[src/rtl/swf_consts.svh]
/*
 Constants for the streaming word framer sink: word field positions,
 control word type codes, end status codes and fixed training patterns.
 Assumes it is included by bare name from the package and the design file.
*/
`ifndef SWF_CONSTS_SVH
`define SWF_CONSTS_SVH

// control word type bits sit apart on the word
`define SWF_CWT_HI_BIT 15
`define SWF_CWT_LO_BIT 12
// end status or address type field
`define SWF_ES_HI 14
`define SWF_ES_LO 13
// address field in idle and payload control words
`define SWF_ADF_HI 11
`define SWF_ADF_LO 4
// address field in address control words
`define SWF_ACW_ADF_HI 11
// parity nibble
`define SWF_DIP_HI 3
// control word type codes
`define SWF_CWT_IDLE 2'h0
`define SWF_CWT_ADDR 2'h1
`define SWF_CWT_PAY 2'h2
`define SWF_CWT_PAY_SOP 2'h3
// end status codes
`define SWF_ES_NONE 2'h0
`define SWF_ES_ABORT 2'h1
`define SWF_ES_TWO 2'h2
`define SWF_ES_ONE 2'h3
// training words
`define SWF_TRAIN_CTL 16'h0fff
`define SWF_TRAIN_DATA 16'hf000
// parity slot filler and accumulator reset value
`define SWF_DIP_FILL 4'hf
`define SWF_ACC_RESET 16'h0000
// delivery buffer depth
`define SWF_FIFO_DEPTH 16

`endif

[src/rtl/swf_pkg.sv]
/*
 Types shared by the streaming word framer sink.
 Assumes swf_consts.svh is on the include path.
*/
`include "swf_consts.svh"

package swf_pkg;

	// receiver view of where the stream stands
	typedef enum logic [1:0] {
		SWF_PH_IDLE,
		SWF_PH_ADDR,
		SWF_PH_PAYLOAD,
		SWF_PH_TRAIN
	} swf_phase_t;

	// one delivered payload word with its framing marks
	typedef struct packed {
		logic [15:0] data;
		logic packet_first_marker;
		logic packet_last_marker;
		logic abort;
		logic last_one_byte;
		logic [7:0] address_field;
		logic [1:0] address_type_code;
	} swf_pkt_t;

	localparam int SWF_PKT_W = $bits(swf_pkt_t);

endpackage

[src/rtl/swf_sink.sv]
/*
 Streaming word framer, sink end: takes one 16-bit word plus the
 control/data flag each clock from the link pins, decodes control words,
 checks the diagonal parity and delivers payload words through a 16-word
 buffer with packet first/last marks. Also holds the buffer module.
 Assumes the far source sends one word per clk_in cycle, synchronous to
 clk_in but from outside logic, so the pins are double registered.
*/
// Overview of operation
// RL1: control word type sits on bits 15 and 12; 00 idle, 01 address, 1x payload.
// RL2: end status on bits 14:13 reports the payload transfer just before it.
// RL3: end status counts only in the first control word after payload data.
// RL4: status 00 no end, 01 abort, 10 two bytes valid, 11 one byte.
// RL5: in fabric side mode payload control bits 14:13 are an address type.
// RL6: address field bits 11:4 in idle/payload words, 11:0 in address words.
// RL7: source sends idle control word address field as zeros.
// RL8: idle and payload control words carry four-bit diagonal odd parity in 3:0.
// RL9: address data words appear only between address and payload control words.
// RL10: payload data words carry 16 bits, told apart only by the flag.
// RL11: source advances one state per word cycle.
// RL12: source sends idle control words when nothing is to be sent.
// RL13: every extended burst starts with one address control word.
// RL14: at most eight address data words follow an address control word.
// RL15: a payload control word begins each basic burst and ends extended sequences.
// RL16: data burst lasts until segment byte limit or packet end.
// RL17: training states send training control or data words each cycle.
// RL18: idle, training, payload control words carry parity; address control words do not.
// RL19: unused address bits are zero, counted in parity, otherwise ignored.
// RL20: parity covers words since last parity word; training control covers only itself.
// RL21: diagonal sum with slot ones, bytes folded, then nibbles folded.
// RL22: the control/data flag is left out of the parity.
// RL23: control sequence is optional address word, address data, one payload word.
// RL24: control word msb is driven on data bit 15.
// RL25: training control is 0x0fff with parity 1111, training data 0xf000.
// RL26: computed parity is compared at each parity word; mismatch raises an error.

`include "swf_consts.svh"

module swf_fifo #(
	parameter int WIDTH = 30,
	parameter int DEPTH = 16
) (
	// clock and reset
	input wire logic clk_in,
	input wire logic rst_n_in,
	// fill side
	input wire logic in_valid_in,
	input wire logic [WIDTH-1:0] in_data_in,
	output logic in_ready_out,
	// drain side
	output logic out_valid_out,
	output logic [WIDTH-1:0] out_data_out,
	input wire logic out_ready_in
);
	localparam int AW = $clog2(DEPTH);

	logic [WIDTH-1:0] mem [DEPTH];
	logic [AW-1:0] wr_ptr_reg;
	logic [AW-1:0] rd_ptr_reg;
	logic [AW:0] count_reg;
	logic out_valid_reg;
	logic [WIDTH-1:0] out_data_reg;
	logic push;
	logic pop;

	// output stage refills when empty or when consumed
	assign push = in_valid_in && (count_reg != (AW+1)'(DEPTH));
	assign pop = (count_reg != '0) && (!out_valid_reg || out_ready_in);
	assign in_ready_out = (count_reg != (AW+1)'(DEPTH));
	assign out_valid_out = out_valid_reg;
	assign out_data_out = out_data_reg;

	// storage array, no reset needed
	always_ff @(posedge clk_in)
	begin
		if (push)
		begin
			mem[wr_ptr_reg] <= in_data_in;
		end
	end

	// pointers and fill count
	always_ff @(posedge clk_in or negedge rst_n_in)
	begin
		if (!rst_n_in)
		begin
			wr_ptr_reg <= '0;
			rd_ptr_reg <= '0;
			count_reg <= '0;
		end
		else
		begin
			if (push)
			begin
				wr_ptr_reg <= wr_ptr_reg + 1'b1;
			end
			if (pop)
			begin
				rd_ptr_reg <= rd_ptr_reg + 1'b1;
			end
			count_reg <= count_reg + (AW+1)'(push) - (AW+1)'(pop);
		end
	end

	// registered head so the drain side sees flop outputs
	always_ff @(posedge clk_in or negedge rst_n_in)
	begin
		if (!rst_n_in)
		begin
			out_valid_reg <= 1'b0;
			out_data_reg <= '0;
		end
		else if (pop)
		begin
			out_valid_reg <= 1'b1;
			out_data_reg <= mem[rd_ptr_reg];
		end
		else if (out_ready_in)
		begin
			out_valid_reg <= 1'b0;
		end
	end

endmodule // swf_fifo

module swf_sink (
	// clock and reset
	input wire logic clk_in,
	input wire logic arst_n_in,
	// link pins from the source
	input wire logic [15:0] link_word_in,
	input wire logic link_ctl_in,
	// configuration
	input wire logic fabric_side_mode_in,
	// delivered payload words
	output logic pkt_valid_out,
	output swf_pkg::swf_pkt_t pkt_word_out,
	input wire logic pkt_ready_in,
	// status
	output logic parity_err_out,
	output logic overflow_out,
	output logic training_out,
	output logic [11:0] ext_addr_out
);
	logic [1:0] rst_sync_reg;
	logic rst_n;
	logic [15:0] word_meta_reg;
	logic [15:0] word_reg;
	logic ctl_meta_reg;
	logic ctl_reg;
	logic [15:0] acc_reg;
	logic [15:0] acc_next;
	logic [15:0] word_slot;
	logic [7:0] fold8;
	logic [3:0] dip_calc;
	logic [1:0] control_word_type;
	logic [1:0] es;
	logic is_train;
	logic is_acw;
	logic is_pcw;
	logic parity_word;
	logic es_valid;
	swf_pkg::swf_phase_t phase_reg;
	logic in_train_reg;
	logic first_reg;
	logic [7:0] seg_addr_reg;
	logic [1:0] seg_at_reg;
	logic pend_valid_reg;
	swf_pkg::swf_pkt_t pend_reg;
	swf_pkg::swf_pkt_t push_word;
	logic push_valid;
	logic fifo_ready;
	logic parity_err_reg;
	logic overflow_reg;
	logic [11:0] ext_addr_reg;

	// reset release through two flops; assertion stays asynchronous
	always_ff @(posedge clk_in or negedge arst_n_in)
	begin
		if (!arst_n_in)
		begin
			rst_sync_reg <= 2'h0;
		end
		else
		begin
			rst_sync_reg <= {rst_sync_reg[0], 1'b1};
		end
	end
	assign rst_n = rst_sync_reg[1];

	// pins come from outside logic, two flops before use
	always_ff @(posedge clk_in or negedge rst_n)
	begin
		if (!rst_n)
		begin
			word_meta_reg <= 16'h0000;
			word_reg <= 16'h0000;
			ctl_meta_reg <= 1'b0;
			ctl_reg <= 1'b0;
		end
		else
		begin
			word_meta_reg <= link_word_in;
			word_reg <= word_meta_reg;
			ctl_meta_reg <= link_ctl_in;
			ctl_reg <= ctl_meta_reg;
		end
	end

	// word decode; bit 15 is the control word msb
	assign control_word_type = {word_reg[`SWF_CWT_HI_BIT], word_reg[`SWF_CWT_LO_BIT]}; // RL1 RL24
	assign es = word_reg[`SWF_ES_HI:`SWF_ES_LO]; // RL2
	assign is_train = ctl_reg && (word_reg == `SWF_TRAIN_CTL); // RL25 RL17
	assign is_acw = ctl_reg && !is_train && (control_word_type == `SWF_CWT_ADDR); // RL13
	assign is_pcw = ctl_reg && !is_train && control_word_type[1]; // RL15
	assign parity_word = ctl_reg && !is_acw; // RL18 RL8
	// status counts only right after payload data; fabric mode reuses the bits
	assign es_valid = ctl_reg && !is_train && !(is_pcw && fabric_side_mode_in); // RL3 RL5

	// diagonal sum: rotate the running sum and fold in each word except a training control word, which is summed alone; flag excluded
	always_comb
	begin
		word_slot = word_reg;
		if (parity_word)
		begin
			word_slot = {word_reg[15:4], `SWF_DIP_FILL}; // RL21
		end
		if (is_train)
		begin
			acc_next = word_slot; // RL20
		end
		else
		begin
			acc_next = {acc_reg[14:0], acc_reg[15]} ^ word_slot; // RL21 RL22 RL19
		end
	end
	assign fold8 = acc_next[15:8] ^ acc_next[7:0]; // RL21
	assign dip_calc = fold8[7:4] ^ fold8[3:0]; // RL21

	// running sum restarts after every parity-bearing word
	always_ff @(posedge clk_in or negedge rst_n)
	begin
		if (!rst_n)
		begin
			acc_reg <= `SWF_ACC_RESET;
		end
		else if (parity_word)
		begin
			acc_reg <= `SWF_ACC_RESET; // RL20
		end
		else
		begin
			acc_reg <= acc_next;
		end
	end

	// error pulse for one cycle on any parity miss
	always_ff @(posedge clk_in or negedge rst_n)
	begin
		if (!rst_n)
		begin
			parity_err_reg <= 1'b0;
		end
		else
		begin
			parity_err_reg <= parity_word && (dip_calc != word_reg[`SWF_DIP_HI:0]); // RL26 RL8
		end
	end

	// stream phase from each control word; data words never change it
	always_ff @(posedge clk_in or negedge rst_n)
	begin
		if (!rst_n)
		begin
			phase_reg <= swf_pkg::SWF_PH_IDLE;
		end
		else if (ctl_reg)
		begin
			if (is_train)
			begin
				phase_reg <= swf_pkg::SWF_PH_TRAIN; // RL17
			end
			else if (is_acw)
			begin
				phase_reg <= swf_pkg::SWF_PH_ADDR; // RL9
			end
			else if (is_pcw)
			begin
				phase_reg <= swf_pkg::SWF_PH_PAYLOAD; // RL15
			end
			else
			begin
				phase_reg <= swf_pkg::SWF_PH_IDLE; // RL12
			end
		end
	end

	// training indication and extended address capture
	always_ff @(posedge clk_in or negedge rst_n)
	begin
		if (!rst_n)
		begin
			in_train_reg <= 1'b0;
			ext_addr_reg <= 12'h000;
		end
		else
		begin
			if (ctl_reg)
			begin
				in_train_reg <= is_train;
			end
			if (is_acw)
			begin
				ext_addr_reg <= word_reg[`SWF_ACW_ADF_HI:0]; // RL6
			end
		end
	end

	// segment header from the payload control word
	always_ff @(posedge clk_in or negedge rst_n)
	begin
		if (!rst_n)
		begin
			first_reg <= 1'b0;
			seg_addr_reg <= 8'h00;
			seg_at_reg <= 2'h0;
		end
		else if (is_pcw)
		begin
			first_reg <= control_word_type[0]; // RL1
			seg_addr_reg <= word_reg[`SWF_ADF_HI:`SWF_ADF_LO]; // RL6
			seg_at_reg <= fabric_side_mode_in ? es : 2'h0; // RL5
		end
		else if (!ctl_reg && (phase_reg == swf_pkg::SWF_PH_PAYLOAD))
		begin
			first_reg <= 1'b0;
		end
	end

	// the last data word is held back until the next word tells if it ends a packet
	always_comb
	begin
		push_word = pend_reg;
		push_valid = 1'b0;
		if (pend_valid_reg)
		begin
			if (ctl_reg)
			begin
				push_valid = 1'b1;
				if (es_valid && (es != `SWF_ES_NONE))
				begin
					push_word.packet_last_marker = 1'b1; // RL4 RL3
					push_word.abort = (es == `SWF_ES_ABORT); // RL4
					push_word.last_one_byte = (es == `SWF_ES_ONE); // RL4
				end
			end
			else if (phase_reg == swf_pkg::SWF_PH_PAYLOAD)
			begin
				push_valid = 1'b1; // RL16
			end
		end
	end

	// pending data word; address and training data never enter the payload path
	always_ff @(posedge clk_in or negedge rst_n)
	begin
		if (!rst_n)
		begin
			pend_valid_reg <= 1'b0;
			pend_reg <= '0;
		end
		else if (ctl_reg)
		begin
			pend_valid_reg <= 1'b0;
		end
		else if (phase_reg == swf_pkg::SWF_PH_PAYLOAD)
		begin
			pend_valid_reg <= 1'b1; // RL10
			pend_reg.data <= word_reg; // RL10
			pend_reg.packet_first_marker <= first_reg;
			pend_reg.packet_last_marker <= 1'b0;
			pend_reg.abort <= 1'b0;
			pend_reg.last_one_byte <= 1'b0;
			pend_reg.address_field <= seg_addr_reg;
			pend_reg.address_type_code <= seg_at_reg;
		end
	end

	// the link cannot be stalled, so a full buffer drops the word and says so
	always_ff @(posedge clk_in or negedge rst_n)
	begin
		if (!rst_n)
		begin
			overflow_reg <= 1'b0;
		end
		else
		begin
			overflow_reg <= push_valid && !fifo_ready;
		end
	end

	swf_fifo #(
		.WIDTH(swf_pkg::SWF_PKT_W),
		.DEPTH(`SWF_FIFO_DEPTH)
	) u_fifo (
		.clk_in(clk_in),
		.rst_n_in(rst_n),
		.in_valid_in(push_valid),
		.in_data_in(push_word),
		.in_ready_out(fifo_ready),
		.out_valid_out(pkt_valid_out),
		.out_data_out(pkt_word_out),
		.out_ready_in(pkt_ready_in)
	);

	assign parity_err_out = parity_err_reg;
	assign overflow_out = overflow_reg;
	assign training_out = in_train_reg;
	assign ext_addr_out = ext_addr_reg;

endmodule // swf_sink

[config.mk]
export PLATFORM = sky130hd
export DESIGN_NAME = swf_sink
export DESIGN_NICKNAME = d
export VERILOG_FILES = /design/src/rtl/swf_pkg.sv /design/src/rtl/swf_sink.sv
export VERILOG_INCLUDE_DIRS = /design/src /design/src/rtl
export SDC_FILE = /design/constraint.sdc
export NUM_CORES = 1
export LEC_CHECK = 0
export BUFFER_PORTS_ARGS = -buffer_cell sky130_fd_sc_hd__buf_2
export CELL_PAD_IN_SITES_DETAIL_PLACEMENT = 0
export CELL_PAD_IN_SITES_GLOBAL_PLACEMENT = 2
export CORE_ASPECT_RATIO = 1.2
export CORE_MARGIN = 3
export CORE_UTILIZATION = 40
export CTS_BUF_LIST = sky130_fd_sc_hd__clkbuf_8
export CTS_CLUSTER_DIAMETER = 120
export CTS_CLUSTER_SIZE = 10
export DETAILED_ROUTE_END_ITERATION = 10
export HOLD_SLACK_MARGIN = 0.08
export PLACE_DENSITY = 0.72
export SLEW_MARGIN = 25
export SYNTH_ARGS = -nofsm -noshare
export SYNTH_HDL_FRONTEND = slang
export SYNTH_SLANG_ARGS = --single-unit
[constraint.sdc]
create_clock -name clk_in -period 8.3 [get_ports clk_in]
set_input_delay 0.83 -clock clk_in [delete_from_list [all_inputs] [get_ports clk_in]]
set_output_delay 0.83 -clock clk_in [all_outputs]
set_load 0.1 [all_outputs]
==> impl_metrics.toml <==
[outcome]
status = "completed"

[sta]
fin_crit_ns = 3.460
finalSetupViolations = 0
tns_ns = 0
max_freq_mhz = 289.0
min_period_over_period_pct = 41.69
timing.final.max_slew_violations = 0
rsz0062_at_grt = "false"
tightestPinTransition_ns = 0.9262
fin_hold_ws_ns = 0.2754
final-hold-violation-count = 0
fin_worst_skew_ns = 0.03039
relSlewSlack_pct = 38.25

[floorplan]
start_util_pct = 40.82
die_x_um = 230.0
die_h_um = 274.8
core_sq_um = 58980
fp-row-count = 97
die-area_sq_um = 63190
pin_count = 67

[logic_synthesis]
synth_edf_count = 480
syn-mean-instance-area_sq_um = 20.60
synth_ff_type = "edfxtp_1"
synthTopCellsByArea = "edfxtp_1 (60%), dfrtp_1 (16%), mux4_2 (11%), mux2_2 (2.2%), a221oi_2 (1.7%)"
seq_area_frac_synth_pct = 75.66
synth_cells = 1169
netlist_area_sq_um = 24080
synthArstFlopShare_pct = 24.05
synth_top_area_cell = "edfxtp_1"
ys_warn_count = 0
synth_commonest_cells = "edfxtp_1 (480), dfrtp_1 (152), mux4_2 (119)"
syn-num-nets = 1202
synth.distinct_cells = 47
synth.most_common_cell = "edfxtp_1"
ys_ff_latch = 632
synth_top_area_share_pct = 59.86

[setup_path]
cp_cell_sequence = "inv_1, ha_1, nor4b_1, nand2b_2, buf_4, inv_1, ha_1, inv_1, ha_1, inv_1, fa_1, inv_1, a21oi_1, nor2_1, nor2_1, xnor2_1"
cp_common_cell = "inv_1"
critPathTopFamily = "buffers and inverters"
end_kind = "flip-flop"
crit_path_max_fanout = 63
startpoint_type = "flip-flop"
cpMaxStageDelayCell = "buf_4"
critPathKind = "reg2reg"
worst_ep_required_time_ns = 8.84
cp_num_buf_inv = 6
slowest_delay_ns = 0.62
worst-endpoint-arrival_ns = 4.00

[final_layout]
drive_gt1_share_pct = 29.32
finalCoreUtilization_pct = 45.18
seq_area_sq_um = 18230
multi_input_area_sq_um = 5540
largest_reg_flops = 480
nets = 1311
syn_to_final_growth_pct = 10.66
layout.cells.non_filler = 2130
fill_cells = 5115

[drt]
dr.first_iter.drc_count = 959
post-route-drc-count = 0
postRouteAntennaNets = 0
via_per_inst = 5.280
drt_pass1_iterations = 5
wl_per_cell_um = 24.48
num_vias = 11250
drt-total-wl_um = 52140

[pwr]
total_power_uw = 8685
leakage_uw = 0.009264
irDropWorstVdd_uv = 258.6
p_per_area_nw_per_um2 = 325.9

[placed_design]
routabilityCongestion = 0.7277
io_buffers = 66
hpwlAfterDp_um = 26410
placed_cells = 1993

[worst_hold_path]
hold_path.class = "in2reg"

[cts]
root_buffer = "clkbuf_8"
path_clk_slew_ns = 0.08
clock_path_buffers = 3
cts.sinks = 632
cts-buffers-inserted = 73
htreeDepth = 3
cts_tree = "yes"
post_cts_buffers = 0
clock_latency_ns = 0.67

[grt]
grt-ovfl-total = 0
grt_pass1_wl_um = 79470
grt_pass1_vias = 12380
grt_max_degree = 95
antenna_found_initial = 2
track_usage_pct = 17.05

[run]
cap_violations = 0
final timing paths:
check / from / endpoint / slack [ns] / depth (start not counted)
hold reg to reg: rst_sync_reg[1] / u_fifo.count_reg[0] / 0.30 / 0
setup / recovery: u_fifo.count_reg[3] / u_fifo.count_reg[4] / 4.84 / 16
max in group asynchronous: rst_sync_reg[1] / word_reg[1] / 6.71 / 1
min in group asynchronous: rst_sync_reg[1] / u_fifo.count_reg[0] / 0.30 / 0
setup reg to reg: u_fifo.count_reg[3] / u_fifo.count_reg[4] / 4.84 / 16
hold / removal: link_word_in[8] / word_meta_reg[8] / 0.28 / 1
cell usage in the layout, fill, tap and decap left out, types with 5 or more instances in the layout:
master      n
dfrtp_1   149
edfxtp_1  480
inv_1      66
a21oi_1    11
mux2_2     47
xor2_1      7
ha_1       11
a22o_1     30
o21ai_1    30
nand2_1    45
xnor2_1    39
nand2b_1    5
buf_2      66
o21ai_0     6
and2_2     12
buf_4      24
nor2_1     16
mux4_2    119
a221oi_2   27
clkbuf_8   74
a21boi_1    6
repair_timing:
item / 4_1_cts / 5_1_grt
hold buffers: 1 / 0
resized for setup: 0 / 0
hold endpoints to repair: 2 / 0
routing by layer:
metal  wire length (um)  up-vias  part of all wire [%]  global-route usage (%)
li1                   -     4888                     -                       -
met1              21410     6020                    41                   21.43
met2              27460      263                    53                   30.30
met3               2242       74                   4.3                   2.848
met4               1008        2                   1.9                   5.417
met5                 12        -                 0.023                       0
through the flow:
step	instance area [sq um]	worst slack [ns]
3_3_place_gp	25330	4.713
5_1_grt	26650	4.447
6_report	26650	4.840
2_1_floorplan	24080	3.751
3_5_place_dp	25340	4.696
4_1_cts	26620	4.745
kinds of logic (layout without fill, tap and decap cells):
group | after synthesis | in the layout | synth area share [%]
AOI/OAI and AO/OA | 120 | 120 | 4.250
and+or+nand+nor | 117 | 117 | 2.588
buffers and inverters | 72 | 240 | 1.538
adders and majority gates | 12 | 12 | 0.6547
DFF | 632 | 632 | 75.66
xor gates and xnor gates | 48 | 48 | 1.860
muxes | 167 | 167 | 13.44
other | 1 | 2 | 0.01557
final cells by class:
type | count | share of cell area, %
Timing Repair Buffer | 93 | 2.104
Clock buffer | 74 | 3.822
Clock inverter | 60 | 0.9626
Multi-Input combinational cell | 465 | 20.79
Sequential cell | 632 | 68.41
Inverter | 13 | 0.1831
Tap cell | 792 | 3.719
Antenna cell | 1 | 0.009391
power breakdown:
part	switching [uW]	internal (uW)	total, uW
sequential	371	3830	4200
clock	1070	839	1910
combinational	1560	1010	2570
Note: power is estimated with default switching activity, not from simulation.
